**src/core/csb_pkg.sv**
```systemverilog
// ****************************************************************
// Shared constants of the compare, skip and branch unit.
// ****************************************************************
package csb_pkg;

    // ************************************************************
    // Opcode patterns: a word matches when (word & mask) == value.
    // ************************************************************
    localparam logic [15:0] OPM_CMP_REG = 16'hFC00;
    localparam logic [15:0] OPV_CMP_REG = 16'h1400;
    localparam logic [15:0] OPV_CMP_CARRY = 16'h0400;
    localparam logic [15:0] OPM_CMP_IMM = 16'hF000;
    localparam logic [15:0] OPV_CMP_IMM = 16'h3000;
    localparam logic [15:0] OPM_SKIP_REG = 16'hFE08;
    localparam logic [15:0] OPV_SKIP_REG_ZERO = 16'hFC00;
    localparam logic [15:0] OPV_SKIP_REG_ONE = 16'hFE00;
    localparam logic [15:0] OPM_SKIP_IO = 16'hFF00;
    localparam logic [15:0] OPV_SKIP_IO_ZERO = 16'h9900;
    localparam logic [15:0] OPV_SKIP_IO_ONE = 16'h9B00;
    localparam logic [15:0] OPM_BRANCH = 16'hFC00;
    localparam logic [15:0] OPV_BRANCH_ONE = 16'hF000;
    localparam logic [15:0] OPV_BRANCH_ZERO = 16'hF400;

    // ************************************************************
    // Field positions in the instruction word.
    // ************************************************************
    localparam int BIT_SEL_LSB = 0;
    localparam int IO_ADDR_LSB = 3;
    localparam int BR_OFS_LSB = 3;
    localparam int BR_OFS_W = 7;
    localparam logic [0:0] IMM_REG_HIGH = 1'h1;

    // ************************************************************
    // Flag register bit positions and reset value.
    // ************************************************************
    localparam int FLG_C = 0;
    localparam int FLG_Z = 1;
    localparam int FLG_N = 2;
    localparam int FLG_V = 3;
    localparam int FLG_H = 5;
    localparam logic [7:0] FLAG_RST = 8'h00;
    localparam logic [2:0] BIT_EQUAL = 3'h1;

    // ************************************************************
    // Program counter steps and cycle counts.
    // ************************************************************
    localparam int ADV_SEQ = 1;
    localparam int ADV_SKIP_SHORT = 2;
    localparam int ADV_SKIP_LONG = 3;
    localparam int ADV_BRANCH = 1;
    localparam logic [1:0] CYC_ONE = 2'h1;
    localparam logic [1:0] CYC_SKIP_SHORT = 2'h2;
    localparam logic [1:0] CYC_SKIP_LONG = 2'h3;
    localparam logic [1:0] CYC_BR_TAKEN = 2'h2;

    function automatic logic opMatch(input logic [15:0] word, input logic [15:0] mask,
                                     input logic [15:0] value);
        opMatch = ((word & mask) == value);
    endfunction

endpackage

```
**src/core/csb_sub_flags.sv**
```systemverilog
`timescale 1ns/1ps
`default_nettype none
// ****************************************************************
// Subtractor that only produces flags; the difference is dropped.
// ****************************************************************
module csb_sub_flags (
    // Operands
    input wire logic [7:0] minuend,
    input wire logic [7:0] subtrahend,
    input wire logic borrowIn,
    // Flags
    output logic zeroF,
    output logic negF,
    output logic ovfF,
    output logic carryF,
    output logic halfF
);
    logic [8:0] full;
    logic [4:0] low;
    logic [7:0] diff;

    assign full = {1'b0, minuend} - {1'b0, subtrahend} - {8'h00, borrowIn};
    assign low = {1'b0, minuend[3:0]} - {1'b0, subtrahend[3:0]} - {4'h0, borrowIn};
    assign diff = full[7:0];
    assign zeroF = (diff == 8'h00);
    assign negF = diff[7];
    assign carryF = full[8];
    assign halfF = low[4];
    assign ovfF = (minuend[7] & ~subtrahend[7] & ~diff[7]) | (~minuend[7] & subtrahend[7] & diff[7]);
endmodule
`default_nettype wire

```
**src/core/csb_unit.sv**
```systemverilog
// Design decisions made here: the valid/ready issue port and the address map.
`timescale 1ns/1ps
`default_nettype none
// How it works
// [RQ1] Register compare sets flags only, one cycle.
// [RQ2] Compare with carry subtracts carry, one cycle.
// [RQ3] Immediate compare uses constant, one cycle.
// [RQ4] Compares update zero, negative, overflow, carry, half.
// [RQ5] Skip when register bit is zero.
// [RQ6] Skip when register bit is one.
// [RQ7] Skip when I/O bit is zero.
// [RQ8] Skip when I/O bit is one.
// [RQ9] Branch relative when selected flag is one.
// [RQ10] Branch relative when selected flag is zero.
// [RQ11] Branch on equal follows the zero flag.
// [RQ12] Skips and branches never touch flags.
// [RQ13] Skip adds two or three, same cycles.
// [RQ14] Branch offset is signed word displacement.
module csb_unit #(
    parameter int PC_W = 16
) (
    // Clock and reset
    input wire logic mclk,
    input wire logic rst,
    // Instruction issue
    input wire logic instrValid,
    input wire logic [15:0] instrWord,
    input wire logic nextTwoWords,
    output logic instrReady,
    output logic instrDone,
    // Register file read ports
    output logic [4:0] rdAddr,
    output logic [4:0] rrAddr,
    input wire logic [7:0] rdData,
    input wire logic [7:0] rrData,
    // I/O bit read
    output logic [4:0] ioAddr,
    input wire logic [7:0] ioData,
    // Program counter
    input wire logic [PC_W-1:0] pcIn,
    output logic pcLoad,
    output logic [PC_W-1:0] pcNew,
    // Flag register
    input wire logic [7:0] flagIn,
    output logic flagWe,
    output logic [7:0] flagOut
);
    typedef enum logic [1:0] {
        ST_IDLE = 2'b01,
        ST_STALL = 2'b10
    } csb_state_e;

    csb_state_e state_r;
    csb_state_e state_nxt;
    logic [1:0] cnt_r;
    logic [1:0] cycNxt;
    logic done_r;
    logic pcLoad_r;
    logic [PC_W-1:0] pcNew_r;
    logic [PC_W-1:0] pcNxt;
    logic flagWe_r;
    logic [7:0] flagOut_r;
    logic [7:0] flagNxt;
    logic issue;
    logic isCmpReg, isCmpCarry, isCmpImm, isCmp;
    logic isSkipRegZero, isSkipRegOne, isSkipIoZero, isSkipIoOne, isSkip;
    logic isBrOne, isBrZero, isBr, known;
    logic [2:0] bitSel;
    logic testBit, skipTaken, brTaken;
    logic [7:0] subB;
    logic [7:0] immK;
    logic subCin;
    logic fZ, fN, fV, fC, fH;
    logic [PC_W-1:0] brOfs;

    // ************************************************************
    // Decode.
    // ************************************************************
    assign isCmpReg = csb_pkg::opMatch(instrWord, csb_pkg::OPM_CMP_REG, csb_pkg::OPV_CMP_REG);
    assign isCmpCarry = csb_pkg::opMatch(instrWord, csb_pkg::OPM_CMP_REG, csb_pkg::OPV_CMP_CARRY);
    assign isCmpImm = csb_pkg::opMatch(instrWord, csb_pkg::OPM_CMP_IMM, csb_pkg::OPV_CMP_IMM);
    assign isSkipRegZero = csb_pkg::opMatch(instrWord, csb_pkg::OPM_SKIP_REG, csb_pkg::OPV_SKIP_REG_ZERO);
    assign isSkipRegOne = csb_pkg::opMatch(instrWord, csb_pkg::OPM_SKIP_REG, csb_pkg::OPV_SKIP_REG_ONE);
    assign isSkipIoZero = csb_pkg::opMatch(instrWord, csb_pkg::OPM_SKIP_IO, csb_pkg::OPV_SKIP_IO_ZERO);
    assign isSkipIoOne = csb_pkg::opMatch(instrWord, csb_pkg::OPM_SKIP_IO, csb_pkg::OPV_SKIP_IO_ONE);
    assign isBrOne = csb_pkg::opMatch(instrWord, csb_pkg::OPM_BRANCH, csb_pkg::OPV_BRANCH_ONE);
    assign isBrZero = csb_pkg::opMatch(instrWord, csb_pkg::OPM_BRANCH, csb_pkg::OPV_BRANCH_ZERO);
    assign isCmp = isCmpReg | isCmpCarry | isCmpImm;
    assign isSkip = isSkipRegZero | isSkipRegOne | isSkipIoZero | isSkipIoOne;
    assign isBr = isBrOne | isBrZero;
    assign known = isCmp | isSkip | isBr;
    assign instrReady = (state_r == ST_IDLE);
    assign issue = instrValid & instrReady;

    // Immediate compares can only name the upper half of the register file.
    assign rdAddr = isCmpImm ? {csb_pkg::IMM_REG_HIGH, instrWord[7:4]} : instrWord[8:4];
    assign rrAddr = {instrWord[9], instrWord[3:0]};
    assign ioAddr = instrWord[csb_pkg::IO_ADDR_LSB +: 5];
    assign bitSel = instrWord[csb_pkg::BIT_SEL_LSB +: 3];
    assign immK = {instrWord[11:8], instrWord[3:0]};

    // ************************************************************
    // Compare: flags from a subtraction whose result is dropped.
    // ************************************************************
    assign subB = isCmpImm ? immK : rrData; // RQ3
    assign subCin = isCmpCarry & flagIn[csb_pkg::FLG_C]; // RQ2

    csb_sub_flags u_sub (
        .minuend(rdData),
        .subtrahend(subB),
        .borrowIn(subCin),
        .zeroF(fZ),
        .negF(fN),
        .ovfF(fV),
        .carryF(fC),
        .halfF(fH)
    );

    always_comb begin
        flagNxt = flagIn;
        flagNxt[csb_pkg::FLG_Z] = fZ; // RQ4
        flagNxt[csb_pkg::FLG_N] = fN; // RQ4
        flagNxt[csb_pkg::FLG_V] = fV; // RQ4
        flagNxt[csb_pkg::FLG_C] = fC; // RQ4
        flagNxt[csb_pkg::FLG_H] = fH; // RQ4
    end

    // ************************************************************
    // Skip and branch decisions.
    // ************************************************************
    assign testBit = (isSkipIoZero | isSkipIoOne) ? ioData[bitSel] : rdData[bitSel];
    assign skipTaken = ((isSkipRegZero & ~testBit) // RQ5
                     | (isSkipIoZero & ~testBit) // RQ7
                     | (isSkipRegOne & testBit) // RQ6
                     | (isSkipIoOne & testBit)); // RQ8
    assign brTaken = (isBrOne & flagIn[bitSel]) // RQ9 RQ11
                   | (isBrZero & ~flagIn[bitSel]); // RQ10
    assign brOfs = {{(PC_W - csb_pkg::BR_OFS_W){instrWord[9]}}, instrWord[csb_pkg::BR_OFS_LSB +: 7]}; // RQ14

    always_comb begin
        pcNxt = pcIn + PC_W'(csb_pkg::ADV_SEQ);
        cycNxt = csb_pkg::CYC_ONE; // RQ1 RQ2 RQ3
        if (skipTaken) begin
            if (nextTwoWords) begin
                pcNxt = pcIn + PC_W'(csb_pkg::ADV_SKIP_LONG); // RQ13
                cycNxt = csb_pkg::CYC_SKIP_LONG; // RQ13
            end else begin
                pcNxt = pcIn + PC_W'(csb_pkg::ADV_SKIP_SHORT); // RQ13
                cycNxt = csb_pkg::CYC_SKIP_SHORT; // RQ13
            end
        end else if (brTaken) begin
            pcNxt = pcIn + brOfs + PC_W'(csb_pkg::ADV_BRANCH); // RQ9 RQ10 RQ11
            cycNxt = csb_pkg::CYC_BR_TAKEN; // RQ9 RQ10
        end
    end

    // ************************************************************
    // Sequencing. Extra cycles of a taken skip or branch stall issue,
    // which stands in for the flushed fetch of the skipped word.
    // ************************************************************
    always_comb begin
        state_nxt = state_r;
        case (state_r)
            ST_IDLE: begin
                if (issue && known && (cycNxt != csb_pkg::CYC_ONE)) begin
                    state_nxt = ST_STALL;
                end
            end
            ST_STALL: begin
                if (cnt_r == csb_pkg::CYC_ONE) begin
                    state_nxt = ST_IDLE;
                end
            end
            default: begin
                state_nxt = ST_IDLE;
            end
        endcase
    end

    always_ff @(posedge mclk) begin
        if (rst) begin
            state_r <= ST_IDLE;
            cnt_r <= 2'h0;
        end else begin
            state_r <= state_nxt;
            if (issue && known) begin
                cnt_r <= cycNxt - csb_pkg::CYC_ONE;
            end else if (state_r == ST_STALL) begin
                cnt_r <= cnt_r - csb_pkg::CYC_ONE;
            end
        end
    end

    always_ff @(posedge mclk) begin
        if (rst) begin
            done_r <= 1'b0;
        end else begin
            done_r <= (issue && known && (cycNxt == csb_pkg::CYC_ONE))
                   || ((state_r == ST_STALL) && (cnt_r == csb_pkg::CYC_ONE));
        end
    end

    always_ff @(posedge mclk) begin
        if (rst) begin
            pcLoad_r <= 1'b0;
            pcNew_r <= '0;
        end else begin
            pcLoad_r <= issue && known;
            if (issue && known) begin
                pcNew_r <= pcNxt;
            end
        end
    end

    // Only compares write flags; the register file is never written.
    always_ff @(posedge mclk) begin
        if (rst) begin
            flagWe_r <= 1'b0;
            flagOut_r <= csb_pkg::FLAG_RST;
        end else begin
            flagWe_r <= issue && isCmp; // RQ1 RQ12
            if (issue && isCmp) begin
                flagOut_r <= flagNxt;
            end
        end
    end

    assign instrDone = done_r;
    assign pcLoad = pcLoad_r;
    assign pcNew = pcNew_r;
    assign flagWe = flagWe_r;
    assign flagOut = flagOut_r;

    logic [8:0] refDiff;
    logic [PC_W-1:0] refTarget;
    assign refDiff = {1'b0, rdData} - {1'b0, subB} - {8'h00, subCin};
    assign refTarget = pcIn + PC_W'(signed'(instrWord[9:3])) + PC_W'(1);
endmodule
`default_nettype wire

```
**config.mk**
```make
export PLATFORM = sky130hd
export DESIGN_NAME = csb_unit
export DESIGN_NICKNAME = d
export VERILOG_FILES = /design/src/core/csb_pkg.sv /design/src/core/csb_sub_flags.sv /design/src/core/csb_unit.sv
export SDC_FILE = /design/constraint.sdc
export NUM_CORES = 1
export LEC_CHECK = 0
export ABC_AREA = 1
export ABC_CLOCK_PERIOD_IN_PS = 3580
export BUFFER_PORTS_ARGS = -buffer_cell sky130_fd_sc_hd__buf_2
export CORE_ASPECT_RATIO = 1.4
export CORE_UTILIZATION = 40
export CTS_BUF_LIST = sky130_fd_sc_hd__clkbuf_4 sky130_fd_sc_hd__clkbuf_8
export CTS_CLUSTER_SIZE = 10
export DETAILED_ROUTE_END_ITERATION = 12
export SYNTH_ARGS = -nofsm -noshare
export SYNTH_HDL_FRONTEND = slang
export SYNTH_SLANG_ARGS = --single-unit
```
**constraint.sdc**
```tcl
create_clock -name mclk -period 3.58 [get_ports mclk]
set_input_delay 0.716 -clock mclk [delete_from_list [all_inputs] [get_ports mclk]]
set_output_delay 0.716 -clock mclk [all_outputs]
set_load 0.005 [all_outputs]
```
# Yosys cells after proc, flatten, opt, wreduce, memory -nomap -nowiden
# Index checks and enable logic that the tools add are counted.
# word_totals
register_bits	31
in_bits	68
# op_classes
add_sub_neg	11
magnitude_cmp	1
n_eq_ne	16
muxes	20
n_bitwise	31
reduce_logical	9
# ops
cell	count
$mux W16	3
$add A16 B1 Y16 const B	2
$add A16 B2 Y16 const B	2
$eq A8 B8 Y1 const B	4
$add A16 B16 Y16	1
$or A1 B1 Y1	14
$and A1 B1 Y1	12
$eq A6 B6 Y1 const B	2
$mux W2	6
$bmux W1 S3	3
$sub A8 B8 Y9	1
$sub A9 B1 Y9	1
$logic_not A8 Y1	1
$mux W8	1
$eq A2 B1 Y1 const B	3
$eq A6 B1 Y1 const B	1
$eq A6 B3 Y1 const B	1
$ne A2 B1 Y1 const B	3
$logic_and A1 B1 Y1	5
$mux W1	5
$mux W5	1
$not A1 Y1	5
$sub A4 B4 Y5	1
$sub A5 B1 Y5	1
other kinds (8)	9

# Longest topological paths before layout
# depth
word_depth	13
depth_mapped	18
mapped_depth_nobuf	18

# Hierarchy
# From an unflattened synthesis, not the netlist that was laid out.
# hier_totals
hier_cells	768
area_unflattened_um2	4420.5
# modules_own_cells
module	n_inst	cells_each	area_per_inst_um2	seq_area_each_um2
csb_unit	1	653	3759.9	620.6
csb_sub_flags	1	115	660.6	0.0

# Worst setup path before layout
# Ideal clock, no wire load.
# synth_timing
path_type	input -> register
start	in instrWord[15]
end	reg flagOut_r[1], in the netlist flagOut[1]
t_arrival_ps	2971
required_time_ps	3509
path_slack_ps	538
path_stages	16
n_path_buf	1
cell_sequence	nor2_1 -> nand3_1 -> clkbuf_1 -> nand2_1 -> o21ai_0 -> fa_1 -> fa_1 -> nand2_1 -> a21oi_1 -> o21ai_0 -> nand2_1 -> nand2_1 -> nand2_1 -> nand2_1 -> nand4_1 -> a21oi_1
# synth_via
elab_chain_cells	5
# synth_rtl
item	line_no	source
from (decl)	csb_unit.sv:27	input wire logic [15:0] instrWord,
$eq A4 B2 Y1	csb_pkg.sv:58	opMatch = ((word & mask) == value);
$mux W8	csb_unit.sv:105	assign subB = isCmpImm ? immK : rrData;
$sub A8 B8 Y9	--	
$sub A9 B1 Y9	csb_sub_flags.sv:22	assign full = {1'b0, minuend} - {1'b0, subtrahend} - {8'h00, borrowIn};
$logic_not A8 Y1	csb_sub_flags.sv:25	assign zeroF = (diff == 8'h00);
to (signal assigned)	csb_unit.sv:219	flagOut_r <= csb_pkg::FLAG_RST;
to (signal assigned)	csb_unit.sv:223	flagOut_r <= flagNxt;
to (decl)	csb_unit.sv:62	logic [7:0] flagOut_r;
# Parallel ways exist; a longest one is shown, timed or not.
# A chain may end at the register's enable or synchronous reset.

# Worst setup path in the final report
# Ends and elaborated chain as after synthesis.

==> results.toml <==
[timing]
final-setup-viol-count = 0
tns_ns = 0
finalHoldViolCount = 0
drv_slew = 0
clock.fmax_mhz = 356
finClkSkew_ns = 0.00343
slew-limit-headroom = 0.731
tightest_slew_ns = 0.402
grt_setup_unrepaired = "no"
fin_crit_sh = 0.784
finalCriticalPeriod_ns = 2.81

[cts]
cts_root_buffer = "clkbuf_8"
cts_tree = "yes"
cts_buffer_depth = 2
insertion_delay_ns = 0.29
cts_buffers = 5
cts.hold.buffers_added = 0
clkSinkCount = 31
clkTransAtPathRegs_ns = 0.06
cts_resized = 0
cts_setup_buffers = 0
cts_htree_levels = 2

[finish]
multi_input_area_um2 = 3020
num_antenna_cells = 0
ff_latch_area_um2 = 621
syn_to_final_growth_pct = 14.4
final_common_cell = "nand2_1"
drive_gt1_frac = 0.175
fillers = 1208
nNetsFinal = 942
utilization = 0.474
most-common-layout-cells = "nand2_1, inv_1, buf_2, nand3_1, nor2_1"
final_area_um2 = 4960

[grt]
track_usage = 0.235
use_met2 = 0.481
antenna_found_initial = 0
grt_max_degree = 28
gr-total-overflow = 0
busiest_layer = "met2"
grtUsageMet1 = 0.244
grt_pass1_vias = 4788
grtUsageMet3 = 0.0286
grt_pass1_wl_mm = 21.6

[drt]
vias = 4738
wl_mm = 12.8
drc = 0
first_iter_violations = 181
viasPerCell = 4.87
wl_per_cell_um = 13.1
dr.pass1.iters = 4
drtAntennaViolNets = 0

[floorplan]
start_util = 0.414
core_area_um2 = 10500
die_area_um2 = 11300
die_h_um = 125
die_x_um = 90.0
num_rows = 44
io_pins = 111

[synth]
synth_top_area_frac = 0.201
synth_cell_types = 43
syn_area_um2 = 4330
postSynthAreaPerCell_um2 = 5.83
ys_warn_count = 0
synthCells = 743
yosys-top-cells-area = "nand2_1, dfxtp_1, inv_1, ha_1, nand3_1"
yosys.area.top_type = "nand2_1"
ys_seq_area_frac = 0.143
synth_seq_cells = 31
synth_nets = 850

[setup_path]
crit_chain = "buf_2 > nor2_1 > nand3_1 > buf_4 > o21ai_0 > fa_1 > inv_1 > ha_1 > xnor2_1 > nand2_1 > nor4_1 > nand4_1 > a21oi_1"
endpoint_kind = "flop"
required_ns = 3.80
slowest_stage = "fa_1"
r2r_slack_ns = 2.07
max_stage_delay_ns = 0.48
r2r-end = "pcNew[8]$_SDFFE_PP0P_"
cp.arrival_ns = 3.03
crit_type = "in -> reg"
ff2ff_path_depth = 8
crit_fanout = 16
startpoint = "instrWord[15]"
start_kind = "input port"
r2r_start = "state_r[0]$_SDFFE_PP1P_"

[status]
outcome = "finished clean"

[hold_path]
hold_end = "flagOut[1]$_SDFFE_PP0P_"
min_path_cells = 2
hold_path.startpoint = "flagOut[1]$_SDFFE_PP0P_"
hold_class = "reg -> reg"

[placement]
port-buffer-count = 110
hpwl_mm = 10.8
place_area_um2 = 4870
gp_congestion = 0.923

[pwr]
leakage_nw = 2.87
ir_drop_mv = 0.114
power_density_nw_per_um2 = 243

[job]
maxCapViolCount = 0
==> worst max-delay path, delay by kind of cell <==
family | cells | cell delay [ns]
and+or+nand+nor | 5 | 0.73
adders and majority gates | 2 | 0.71
buffers and inverters | 3 | 0.39
AOI/OAI and AO/OA | 2 | 0.35
xor gates and xnor gates | 1 | 0.13
==> kinds of logic (layout without fill, tap and decap cells) <==
kind of cell    Yosys count  in the layout  synth area share
compound gates           81             81             0.104
xor+xnor                 39             39            0.0788
fa+ha+maj                39             39             0.118
buf+inv                 156            248             0.160
flops                    31             31             0.143
simple gates            397            397             0.396
==> worst max path at each step <==
stage,to,slack (ns),depth (start not counted)
2_1_floorplan,flagOut[1]$_SDFFE_PP0P_,0.54,16
3_3_place_gp,flagOut[1]$_SDFFE_PP0P_,0.44,13
3_5_place_dp,flagOut[1]$_SDFFE_PP0P_,0.45,13
4_1_cts,flagOut[1]$_SDFFE_PP0P_,0.75,13
5_1_grt,flagOut[1]$_SDFFE_PP0P_,0.46,13
6_report,flagOut[1]$_SDFFE_PP0P_,0.77,13
==> cell type report <==
type,count,share of cell area
Tap cell,138,0.0348
Clock inverter,1,0.00101
Multi-Input combinational cell,556,0.609
Timing Repair Buffer,113,0.116
Clock buffer,6,0.0167
Sequential cell,31,0.125
Inverter,128,0.0979
==> where the power goes <==
part           internal, mW  leakage, nW  total (mW)  switching (mW)
Combinational         0.211         2.57       0.560           0.349
Sequential            0.358        0.251       0.365         0.00693
Clock                 0.151       0.0470       0.281           0.131
==> registers in the layout (all words and copies together), names as in the netlist <==
signal and count:
pcNew 16, flagOut 8, cnt_r 2, state_r 2, flagWe 1, instrDone 1
pcLoad 1
==> synthesized netlist by cell type (all sizes together) <==
cell type / n
nand2: 240
inv: 128
nand3: 73
nor2: 62
o21ai: 38
ha: 36
dfxtp: 31
xor2: 31
a21oi: 29
buf: 24
nor3: 8
xnor2: 8
nand4: 5
clkbuf: 4
fa: 3
o211ai: 3
a31oi: 2
and2: 2
nand3b: 2
nor4: 2
o21a: 2
o21bai: 2
or2: 2
a21o: 1
a311oi: 1
a32o: 1
o22ai: 1
o31a: 1
or3: 1
==> layer usage <==
metal	up-vias	share of wire
met5	-	0
met4	0	0.017
met3	17	0.038
met2	107	0.55
met1	2120	0.40
li1	2494	-
==> stage by stage <==
step / total power [mW] / worst slack [ns] / cells / hold slack [ns]
final: 1.21 / 0.772 / 973 / 0.473
after floorplan: 0.771 / 0.538 / 743 / 0.461
after CTS: 1.22 / 0.745 / 973 / 0.476
after global placement: 0.926 / 0.442 / 966 / 0.453
after global routing: 1.31 / 0.460 / 973 / 0.499
after detailed placement: 0.932 / 0.448 / 966 / 0.465
Power figures use the tool's default switching activity.
